===== src/core/dcr_cfg.svh =====
// Offsets, field positions and reset values of the core control registers
`ifndef DCR_CFG_SVH
`define DCR_CFG_SVH
`define DCR_IDX_STATUS 6'h00
`define DCR_IDX_OPMODE 6'h01
`define DCR_IDX_STK_HIGH 6'h02
`define DCR_IDX_STK_LOW 6'h03
`define DCR_IDX_PROG_CNT 6'h04
`define DCR_IDX_VEC_BASE 6'h05
`define DCR_IDX_LOOP_CNT 6'h06
`define DCR_IDX_LOOP_END 6'h07
`define DCR_IDX_EXT_PTR 6'h08
`define DCR_IDX_STK_SIZE 6'h09
`define DCR_IDX_STK_CNT 6'h0A
`define DCR_IDX_STK_PTR 6'h0B
`define DCR_IDX_AREG 6'h10
`define DCR_IDX_AEND 6'h27
`define DCR_STAT_WMASK 24'hFBEFFF
`define DCR_OPM_WMASK 24'h1F9FDF
`define DCR_VEC_WMASK 24'hFFFF00
`define DCR_STAT_RESET 24'h000300
`define DCR_OPM_RESET 24'h000000
`define DCR_STAT_ROUND 21
`define DCR_STAT_COMPAT 13
`define DCR_OPM_EXT_ON 20
`define DCR_OPM_EXT_OVF 18
`define DCR_OPM_EXT_UNF 17
`define DCR_OPM_BURST 10
`define DCR_PTR_UNDERFLOW 5
`define DCR_PTR_ERROR 4
`define DCR_STK_TOP 4'hF
`define DCR_CNT_FULL 5'h10
`define DCR_BURST_LEN 3'h4
`define DCR_SINGLE_LEN 3'h1
`endif


===== src/core/dcr_pkg.sv =====
// Types shared by the core control register block
package dcr_pkg;
    typedef logic [23:0] dcr_word_t;
    typedef enum logic [2:0] {
        ST_IDLE = 3'b001,
        ST_COMMIT = 3'b010,
        ST_DONE = 3'b100
    } dcr_bus_st_t;
endpackage : dcr_pkg


===== src/core/dcr_regs.sv =====
// Core control and status registers with hardware stack, AHB-Lite slave
// Functional notes
// - Address pointer, offset, modifier registers 24 bits
// - Compat bit clears top eight bits
// - Status word: extended, mode, condition bytes
// - Extended mode byte field layout
// - Mode byte field layout
// - Condition code flags bits seven to zero
// - Operating mode word of three bytes
// - Stack control byte field layout
// - Extended chip mode byte field layout
// - Chip mode byte field layout
// - Sixteen entry stack, two 24-bit halves
// - Fifteen levels unless extension enabled
// - Program counter is 24 bits
// - Vector base low byte reads zero
// - Loop count is 24 bits
// - Loop end address is 24 bits
// - Extension pointer addresses stack extension; here ext_ptr_q is only stored and read back, nothing uses it as an address
// - Stack size sets extended stack words
// - Five-bit count of occupied entries
// - Stack pointer flags in non-extended mode
// - Rounding select picks twos complement
// - Burst enable fetches four words
//
// The register offsets and the AHB-Lite interface to the registers were chosen for this implementation.
`timescale 1ns/1ps
`default_nettype none
`include "dcr_cfg.svh"
module dcr_regs (
    // Clock and reset
    input wire logic mclk,
    input wire logic arst_n,
    // AHB-Lite slave
    input wire logic hsel,
    input wire logic [31:0] haddr,
    input wire logic [1:0] htrans,
    input wire logic hwrite,
    input wire logic [2:0] hsize,
    input wire logic [31:0] hwdata,
    input wire logic hready,
    output logic hreadyout,
    output logic [31:0] hrdata,
    output logic hresp,
    // Core side view
    output logic [23:0] status_word,
    output logic [23:0] operating_mode_word,
    output logic [23:0] program_counter,
    output logic [23:0] vector_base,
    output logic round_twos_sel,
    output logic [2:0] burst_fetch_len,
    output logic stack_error
);

    // Registers whose moves obey the compatibility bit
    function automatic logic is_compat(input logic [5:0] idx);
        case (idx)
            `DCR_IDX_STK_HIGH, `DCR_IDX_STK_LOW, `DCR_IDX_VEC_BASE,
            `DCR_IDX_LOOP_CNT, `DCR_IDX_LOOP_END, `DCR_IDX_EXT_PTR,
            `DCR_IDX_STK_SIZE, `DCR_IDX_STK_CNT,
            `DCR_IDX_STK_PTR: is_compat = 1'b1;
            default: is_compat = 1'b0;
        endcase
    endfunction : is_compat

    // Clear the upper byte of a move in compatibility mode
    function automatic dcr_pkg::dcr_word_t compat_fn(
        input dcr_pkg::dcr_word_t v, input logic on);
        compat_fn = on ? {8'h00, v[15:0]} : v;
    endfunction : compat_fn

    dcr_pkg::dcr_bus_st_t st_q;
    dcr_pkg::dcr_word_t stat_q, opmode_q, prog_cnt_q, vec_base_q;
    dcr_pkg::dcr_word_t loop_cnt_q, loop_end_q;
    dcr_pkg::dcr_word_t ext_ptr_q, stk_size_q, stk_ptr_q;
    dcr_pkg::dcr_word_t addr_gen_q [24];
    logic [47:0] stk_mem [16];
    logic [4:0] stk_cnt_q;
    logic [5:0] wr_idx_q;
    logic [2:0] burst_q;
    logic acc, rd_acc, wr_acc, wr_en, push, pop, stk_low_wr, compat;
    logic push_block, pop_block;
    logic [5:0] ridx;
    logic [3:0] top;
    dcr_pkg::dcr_word_t wv, rv;

    // Transfer decode; only the low six word address bits select
    assign acc = hsel && htrans[1] && hready;
    assign rd_acc = acc && !hwrite;
    assign wr_acc = acc && hwrite;
    assign ridx = haddr[7:2];
    assign wr_en = (st_q == dcr_pkg::ST_COMMIT);
    assign compat = stat_q[`DCR_STAT_COMPAT];
    assign wv = compat_fn(hwdata[23:0], compat && is_compat(wr_idx_q));
    assign top = stk_ptr_q[3:0];
    assign push = wr_en && (wr_idx_q == `DCR_IDX_STK_HIGH);
    assign stk_low_wr = wr_en && (wr_idx_q == `DCR_IDX_STK_LOW);
    assign pop = rd_acc && (ridx == `DCR_IDX_STK_HIGH);
    // Without the extension only fifteen levels nest
    assign push_block = !opmode_q[`DCR_OPM_EXT_ON]
                        && (top == `DCR_STK_TOP);
    assign pop_block = !opmode_q[`DCR_OPM_EXT_ON] && (top == 4'h0);

    // Writes take one wait state so a following read sees the new value
    always_ff @(posedge mclk or negedge arst_n) begin
        if (!arst_n) begin
            st_q <= dcr_pkg::ST_IDLE;
        end else begin
            case (st_q)
                dcr_pkg::ST_IDLE, dcr_pkg::ST_DONE: begin
                    st_q <= wr_acc ? dcr_pkg::ST_COMMIT : dcr_pkg::ST_IDLE;
                end
                dcr_pkg::ST_COMMIT: st_q <= dcr_pkg::ST_DONE;
                default: st_q <= dcr_pkg::ST_IDLE;
            endcase
        end
    end

    // Write index captured in the address phase
    always_ff @(posedge mclk or negedge arst_n) begin
        if (!arst_n) begin
            wr_idx_q <= 6'h3F;
        end else if (wr_acc) begin
            wr_idx_q <= ridx;
        end
    end

    assign hreadyout = (st_q != dcr_pkg::ST_COMMIT);
    assign hresp = 1'b0;

    // Status word; reserved bits 18 and 12 never store
    always_ff @(posedge mclk or negedge arst_n) begin
        if (!arst_n) begin
            stat_q <= `DCR_STAT_RESET;
        end else if (wr_en && wr_idx_q == `DCR_IDX_STATUS) begin
            stat_q <= wv & `DCR_STAT_WMASK;
        end
    end

    // Operating mode word; hardware stack flags win over a clearing write
    always_ff @(posedge mclk or negedge arst_n) begin
        if (!arst_n) begin
            opmode_q <= `DCR_OPM_RESET;
        end else begin
            if (wr_en && wr_idx_q == `DCR_IDX_OPMODE) begin
                opmode_q <= wv & `DCR_OPM_WMASK;
            end
            if (push && opmode_q[`DCR_OPM_EXT_ON]
                && (stk_ptr_q >= stk_size_q)) begin
                opmode_q[`DCR_OPM_EXT_OVF] <= 1'b1;
            end
            if (pop && opmode_q[`DCR_OPM_EXT_ON]
                && (stk_ptr_q == 24'h000000)) begin
                opmode_q[`DCR_OPM_EXT_UNF] <= 1'b1;
            end
        end
    end

    // Plain 24-bit control registers
    always_ff @(posedge mclk or negedge arst_n) begin
        if (!arst_n) begin
            prog_cnt_q <= 24'h000000;
            vec_base_q <= 24'h000000;
            loop_cnt_q <= 24'h000000;
            loop_end_q <= 24'h000000;
            ext_ptr_q <= 24'h000000;
            stk_size_q <= 24'h000000;
        end else if (wr_en) begin
            case (wr_idx_q)
                `DCR_IDX_PROG_CNT: prog_cnt_q <= wv;
                `DCR_IDX_VEC_BASE: vec_base_q <= wv & `DCR_VEC_WMASK;
                `DCR_IDX_LOOP_CNT: loop_cnt_q <= wv;
                `DCR_IDX_LOOP_END: loop_end_q <= wv;
                `DCR_IDX_EXT_PTR: ext_ptr_q <= wv;
                `DCR_IDX_STK_SIZE: stk_size_q <= wv;
                default: ;
            endcase
        end
    end

    // Address generator pointers, offsets and modifiers
    always_ff @(posedge mclk or negedge arst_n) begin
        if (!arst_n) begin
            for (int i = 0; i < 24; i++) begin
                addr_gen_q[i] <= 24'h000000;
            end
        end else if (wr_en && wr_idx_q >= `DCR_IDX_AREG
                     && wr_idx_q <= `DCR_IDX_AEND) begin
            addr_gen_q[5'(wr_idx_q - `DCR_IDX_AREG)] <= wv;
        end
    end

    // Stack pointer; in non-extended mode bits 5 and 4 are sticky flags
    always_ff @(posedge mclk or negedge arst_n) begin
        if (!arst_n) begin
            stk_ptr_q <= 24'h000000;
        end else if (wr_en && wr_idx_q == `DCR_IDX_STK_PTR) begin
            stk_ptr_q <= wv;
        end else if (push) begin
            if (push_block) begin
                stk_ptr_q[`DCR_PTR_ERROR] <= 1'b1;
            end else begin
                stk_ptr_q <= stk_ptr_q + 24'h000001;
            end
        end else if (pop) begin
            if (pop_block) begin
                stk_ptr_q[`DCR_PTR_UNDERFLOW] <= 1'b1;
                stk_ptr_q[`DCR_PTR_ERROR] <= 1'b1;
            end else begin
                stk_ptr_q <= stk_ptr_q - 24'h000001;
            end
        end
    end

    // Occupied entry count follows pushes and pops
    always_ff @(posedge mclk or negedge arst_n) begin
        if (!arst_n) begin
            stk_cnt_q <= 5'h00;
        end else if (wr_en && wr_idx_q == `DCR_IDX_STK_CNT) begin
            stk_cnt_q <= wv[4:0];
        end else if (push && !push_block && stk_cnt_q != `DCR_CNT_FULL) begin
            stk_cnt_q <= stk_cnt_q + 5'h01;
        end else if (pop && !pop_block && stk_cnt_q != 5'h00) begin
            stk_cnt_q <= stk_cnt_q - 5'h01;
        end
    end

    // Stack memory: high write pushes, low write fills the top
    always_ff @(posedge mclk) begin
        if (push && !push_block) begin
            stk_mem[top + 4'h1][47:24] <= wv;
        end else if (stk_low_wr) begin
            stk_mem[top][23:0] <= wv;
        end
    end

    // Read mux; the stack memory carries no reset, so an empty pop may
    // return unknown data until software has filled that entry
    always_comb begin
        rv = 24'h000000;
        case (ridx)
            `DCR_IDX_STATUS: rv = stat_q;
            `DCR_IDX_OPMODE: rv = opmode_q;
            `DCR_IDX_STK_HIGH: rv = stk_mem[top][47:24];
            `DCR_IDX_STK_LOW: rv = stk_mem[top][23:0];
            `DCR_IDX_PROG_CNT: rv = prog_cnt_q;
            `DCR_IDX_VEC_BASE: rv = vec_base_q;
            `DCR_IDX_LOOP_CNT: rv = loop_cnt_q;
            `DCR_IDX_LOOP_END: rv = loop_end_q;
            `DCR_IDX_EXT_PTR: rv = ext_ptr_q;
            `DCR_IDX_STK_SIZE: rv = stk_size_q;
            `DCR_IDX_STK_CNT: rv = {19'h00000, stk_cnt_q};
            `DCR_IDX_STK_PTR: rv = stk_ptr_q;
            default: begin
                if (ridx >= `DCR_IDX_AREG && ridx <= `DCR_IDX_AEND) begin
                    rv = addr_gen_q[5'(ridx - `DCR_IDX_AREG)];
                end
            end
        endcase
    end

    // Read data held through the data phase; unmapped reads give zero
    always_ff @(posedge mclk or negedge arst_n) begin
        if (!arst_n) begin
            hrdata <= 32'h00000000;
        end else if (rd_acc) begin
            hrdata <= {8'h00, compat_fn(rv, compat && is_compat(ridx))};
        end
    end

    // Core side control outputs; burst length lags the mode bit a cycle
    always_ff @(posedge mclk or negedge arst_n) begin
        if (!arst_n) begin
            burst_q <= `DCR_SINGLE_LEN;
        end else begin
            burst_q <= opmode_q[`DCR_OPM_BURST] ? `DCR_BURST_LEN
                                                : `DCR_SINGLE_LEN;
        end
    end

    assign burst_fetch_len = burst_q;
    assign round_twos_sel = stat_q[`DCR_STAT_ROUND];
    assign status_word = stat_q;
    assign operating_mode_word = opmode_q;
    assign program_counter = prog_cnt_q;
    assign vector_base = vec_base_q;
    assign stack_error = stk_ptr_q[`DCR_PTR_ERROR]
                         && !opmode_q[`DCR_OPM_EXT_ON];
endmodule : dcr_regs
`default_nettype wire


===== config.mk =====
export PLATFORM = sky130hd
export DESIGN_NAME = dcr_regs
export DESIGN_NICKNAME = d
export VERILOG_FILES = /design/src/core/dcr_pkg.sv /design/src/core/dcr_regs.sv
export VERILOG_INCLUDE_DIRS = /design/src /design/src/core
export SDC_FILE = /design/constraint.sdc
export NUM_CORES = 2
export LEC_CHECK = 0
export CAP_MARGIN = 20
export CELL_PAD_IN_SITES_DETAIL_PLACEMENT = 0
export CELL_PAD_IN_SITES_GLOBAL_PLACEMENT = 1
export CORE_ASPECT_RATIO = 1.2
export CORE_MARGIN = 5
export CORE_UTILIZATION = 40
export DETAILED_ROUTE_END_ITERATION = 7
export DONT_BUFFER_PORTS = 1
export PLACE_DENSITY_LB_ADDON = 0.1
export SYNTH_ARGS = -nofsm -noshare
export SYNTH_HDL_FRONTEND = slang
export SYNTH_SLANG_ARGS = --single-unit

===== constraint.sdc =====
create_clock -name mclk -period 8.8 [get_ports mclk]
set_input_delay 2.64 -clock mclk [delete_from_list [all_inputs] [get_ports mclk]]
set_output_delay 2.64 -clock mclk [all_outputs]
set_load 0.01 [all_outputs]

# == Yosys cells after proc, flatten, opt, wreduce, memory -nomap -nowiden ==
# Memory sizes are Yosys's and may differ from the RTL's.
# Cells that the tools add are included.
# classes
add_sub_neg,7
multipliers,0
div,0
magnitude_cmp,8
eq_ne,30
n_shift,0
n_mux,39
bitwise,2
n_reduce_logical,53
# op_table
operator,n
bitwise mux 576 bit,1
one-hot mux 24 bit (12 select lines),1
2-to-1 mux 24 bit,9
binary-select mux 24 bit (select 5 bit),1
demux 24 bit (select 5 bit),1
equality test 6 x 3 -> 1 bit (second input constant),8
equality test 6 x 4 -> 1 bit (second input constant),8
2-to-1 mux 48 bit,1
OR reduction 48 bit,1
2-to-1 mux 19 bit,2
logical AND 1 bit,28
adder 24 x 1 -> 24 bit (second input constant),1
equality test 6 x 2 -> 1 bit (second input constant),4
>= comparator 24 bit,1
logical NOT 24 bit,1
subtractor 24 x 1 -> 24 bit (second input constant),1
2-to-1 mux 18 bit,1
2-to-1 mux 5 bit,3
AND reduction 2 bit,7
equality test 6 x 1 -> 1 bit (second input constant),2
>= comparator 6 x 5 -> 1 bit (second input constant),2
>= comparator 6 bit (second input constant),2
less-or-equal comparator 6 bit (second input constant),2
logical NOT 6 bit,2
25 further kinds,49
# word_totals
register_bits,817
latchBits,0
ramBits,768
mem_bits_ro,32
wordCells,184
n_memories,3
# memory_table
name,words,word_bits,rd,rd_ports_with_merged_regs,wr,line_no,rtl
stk_mem,16,48,1,0,1,dcr_regs.sv:77,logic [47:0] stk_mem [16];
(no name shown),16,1,1,0,0,dcr_regs.sv:57,case (idx)
(no name shown),16,1,1,0,0,dcr_regs.sv:57,

# == Logic depth before layout (Yosys ltp) ==
# depth
word_depth,9
ltp_mapped,15
depth_no_buf,12

# == Worst setup path after synthesis ==
# Ideal clock, no wire load.
# synth_timing
path_type,input port to flip-flop
start,input port haddr[2]
end,register hrdata[5]
setup_ps,143
arrival_ps,4500
t_required_ps,8657
slack_ps,4157
path_stages,8
path_cell_list,buf_2 -> buf_2 -> buf_2 -> mux4_2 -> mux2i_1 -> nor2_1 -> a2111oi_0 -> a31oi_1
# synth_between
elab_chain_len,8
word_cells_on_any_way,23
cone_classes,add/sub (1); order compare (2); eq/ne (11); mux (6); bitwise (1); reduce/logical (2)
# synth_rtl
element,line_no,rtl
from (decl),dcr_regs.sv:36,"input wire logic [31:0] haddr,"
subtractor 5 bit (no source line),--,
NOT 5 -> 6 bit,dcr_regs.sv:256,rv = addr_gen_q[5'(ridx - `DCR_IDX_AREG)];
binary-select mux 24 bit (select 5 bit),dcr_regs.sv:256,
2-to-1 mux 24 bit (2 in a row),dcr_regs.sv:256,
2-to-1 mux 24 bit,dcr_regs.sv:255,if (ridx >= `DCR_IDX_AREG && ridx <= `DCR_IDX_AEND) begin
one-hot mux 24 bit (12 select lines) *,dcr_regs.sv:241,case (ridx)
2-to-1 mux 24 bit *,dcr_regs.sv:69,"compat_fn = on ? {8'h00, v[15:0]} : v;"
to (signal assigned),dcr_regs.sv:267,"hrdata <= {8'h00, compat_fn(rv, compat && is_compat(ridx))};"
to (decl),dcr_regs.sv:43,"output logic [31:0] hrdata,"
# Every way passes the cells marked *; elsewhere a longest branch is shown, timed or not. The select of a mux whose other input is x is not followed.
# A chain may end at the register's enable or synchronous reset.

==> metrics.csv <==
metric,value,unit
Max VDD drop,0.1737,mV
PostCTS Resize Cnt,0,
Yosys reg bits,1584,
share of cells above drive strength 1,26.72,%
grt ovf,0,
min-delay src,st_q[1],
Max Clock Skew,0.03549,ns
register area share after synthesis,63.99,%
crit end category,async pin,
Placer Congestion,0.8015,
Unique masters post-synth,89,
Port Buffers,0,
hold buffer count at cts,0,
pin count of the biggest net entering global routing,817,
Post-CTS Setup Repair Bufs,0,
fin crit share,59.60,%
routed vias,39710,
Vias/cell,5.741,
worst hold path class,register to register,
CTS Root Cell,clkbuf_16,
crit path time final,5.245,ns
Hold Crit Depth,1,
CP max FO,250,
total CTS buffers,168,
die area,178300,um^2
cell taking the most area after synthesis,edfxtp_1,
Die X,386.3,um
reg-to-reg setup timing slack,4.34,ns
Syn Inst Count,4608,
fin. max-slew vios,74,
Initial Utilization,40.30,%
RSZ-0062 raised after global routing,false,
Critical Path AT,6.00,ns
wire per inst,30.70,um
# nets final,4624,
failing checks,slew limit,
# fillers,15210,
share of the synthesized area in the top cell type,33.93,%
DRC Markers,0,
1st-pass router iterations,7,
TritonCTS clock tree,built,
Synth area leaders,"edfxtp_1 (34%), dfrtp_1 (30%), mux4_2 (11%), mux2_2 (7.4%), nand2_1 (3.3%)",
synth cell count leaders,"dfrtp_1 (806), edfxtp_1 (768), nand2_1 (606)",
Post-synth EDFFs,768,
chip height,461.6,um
status,finished with violations,
final hold vios,0,
htree depth,4,
CP required,9.56,ns
hpwl dp,129100,um
drt total wl,212300,um
Power Dens Cells,210.5,nW/um^2
Worst-path clk slew,0.06,ns
mapped cell area,67970,um^2
Mapped Avg Cell Area,14.75,um^2
"Setup violations, final",0,
Setup TNS,0,ns
ys flop type,dfrtp_1,
pre-CTS setup slack,3.308,ns
Clock Path Buffers,3,
P&R area growth vs syn,11.48,%
CTS sink cnt,1584,
R2R depth,7,
RR Endpoint,hrdata[8],
area of the multi-input gates,22980,um^2
total of max-cap violations,0,
Register Area,43510,um^2
top-count cell post-synth,dfrtp_1,
Post-DRT Antenna Nets,0,
Post-synth ARST share,51.52,%
fmax,0.1907,GHz
worst skew pair latency,0.83,ns
cell row count,165,
Placeable Area,168700,um^2
crit start category,input pin,
reg2reg start,stk_ptr_q[0],
slew at the pin closest to its max-slew limit,1.524,ns
DR iter-0 viols,2979,
fin worst setup slack,3.555,ns
GRT Util Overall,23.77,%
WS Path Type,input pin to async pin,
P_leak,28.90,nW
first-pass GRT wire length,303100,um
initial antenna violation count,16,
Top Ports,209,
YS warnings,0,
relative slew slack,-1.620,%
vias in the first global route,40590,
endpoint with the worst hold slack,st_q[1],
layout by cell type (no fill, tap or decap), types with 33 or more instances in the layout:
cell,n
nor2_4,38
nand2_1,591
o21ai_0,293
edfxtp_1,768
and2_1,41
mux4_2,325
inv_1,39
mux2i_1,65
dfrtp_1,802
mux2_2,445
a22oi_1,107
nor2_1,101
nand3_1,69
nand4_1,33
clkbuf_1,49
clkbuf_16,170
a21oi_1,83
buf_4,103
how the worst max path moves through the flow:
stage / from / endpoint / slack (ns) / depth (start not counted)
floorplan: haddr[2] / hrdata[5] / 4.16 / 8
global placement: haddr[5] / hrdata[4] / 3.28 / 8
detailed placement: haddr[5] / hrdata[4] / 3.31 / 8
CTS: stk_ptr_q[4] / stack_error / 3.93 / 1
global route: arst_n / burst_fetch_len[2] / 2.94 / 4
finish: arst_n / addr_gen_q[173] / 3.56 / 4
through the flow:
step / instances / total power [mW] / cell area, um^2 / hold slack (ns) / util (%)
floorplan: 4633 / 8.844 / 68060 / 0.4110 / -
global placement: 6595 / 9.105 / 70260 / 0.4221 / 41.66
detailed placement: 6598 / 9.115 / 70340 / 0.4330 / 41.71
CTS: 6908 / 16.04 / 75640 / 0.4420 / 44.85
global route: 6913 / 16.50 / 75760 / 0.4772 / 44.92
finish: 6916 / 15.95 / 75770 / 0.4383 / 44.92
per-layer routing:
layer | vias up | global-route usage (%) | share of wire [%]
met5 | - | 0.7353 | 0.099
met4 | 6 | 6.335 | 2.5
met3 | 278 | 6.845 | 7.6
met2 | 1004 | 39.34 | 49
met1 | 21240 | 30.81 | 41
li1 | 17180 | - | -
kinds of logic (layout without fill, tap and decap cells):
group | after synthesis | after routing | share of synthesized area, %
AO/OA/AOI/OAI | 670 | 670 | 6.375
XOR/XNOR | 26 | 26 | 0.3350
adder cells (fa/ha/maj) | 31 | 31 | 0.5817
buffers and inverters | 439 | 465 | 2.885
flip-flops | 1584 | 1584 | 63.99
multiplexers | 835 | 835 | 19.10
other | 1 | 29 | 0.005517
AND/OR/NAND/NOR | 1022 | 1022 | 6.728
area by class of cell:
cell class | instances | area share (%)
diodes | 3 | 0.009908
clock buffers | 237 | 6.184
clock inverters | 73 | 0.8075
inverters | 43 | 0.2147
multi-input cells | 2610 | 30.33
flip-flops and latches | 1584 | 57.42
well taps | 2254 | 3.722
repair buffers | 112 | 1.318
flip-flops by register name (all words and copies together), names as in the netlist:
name,cells
addr_gen_q,576
burst_fetch_len,2
ext_ptr_q,24
hrdata,24
loop_cnt_q,24
loop_end_q,24
operating_mode_word,18
program_counter,24
st_q,3
status_word,22
stk_cnt_q,5
stk_mem,768
stk_ptr_q,24
stk_size_q,24
vector_base,16
wr_idx_q,6
power by group:
group          switching, mW  internal [mW]
logic                  0.558          0.382
clock network           3.03           3.88
registers              0.191           7.91
critical path: stages:
cell and delay (ns):
buf_16 0.59, buf_16 0.65, buf_16 0.75, buf_16 0.58
Power figures use the tool's default switching activity.
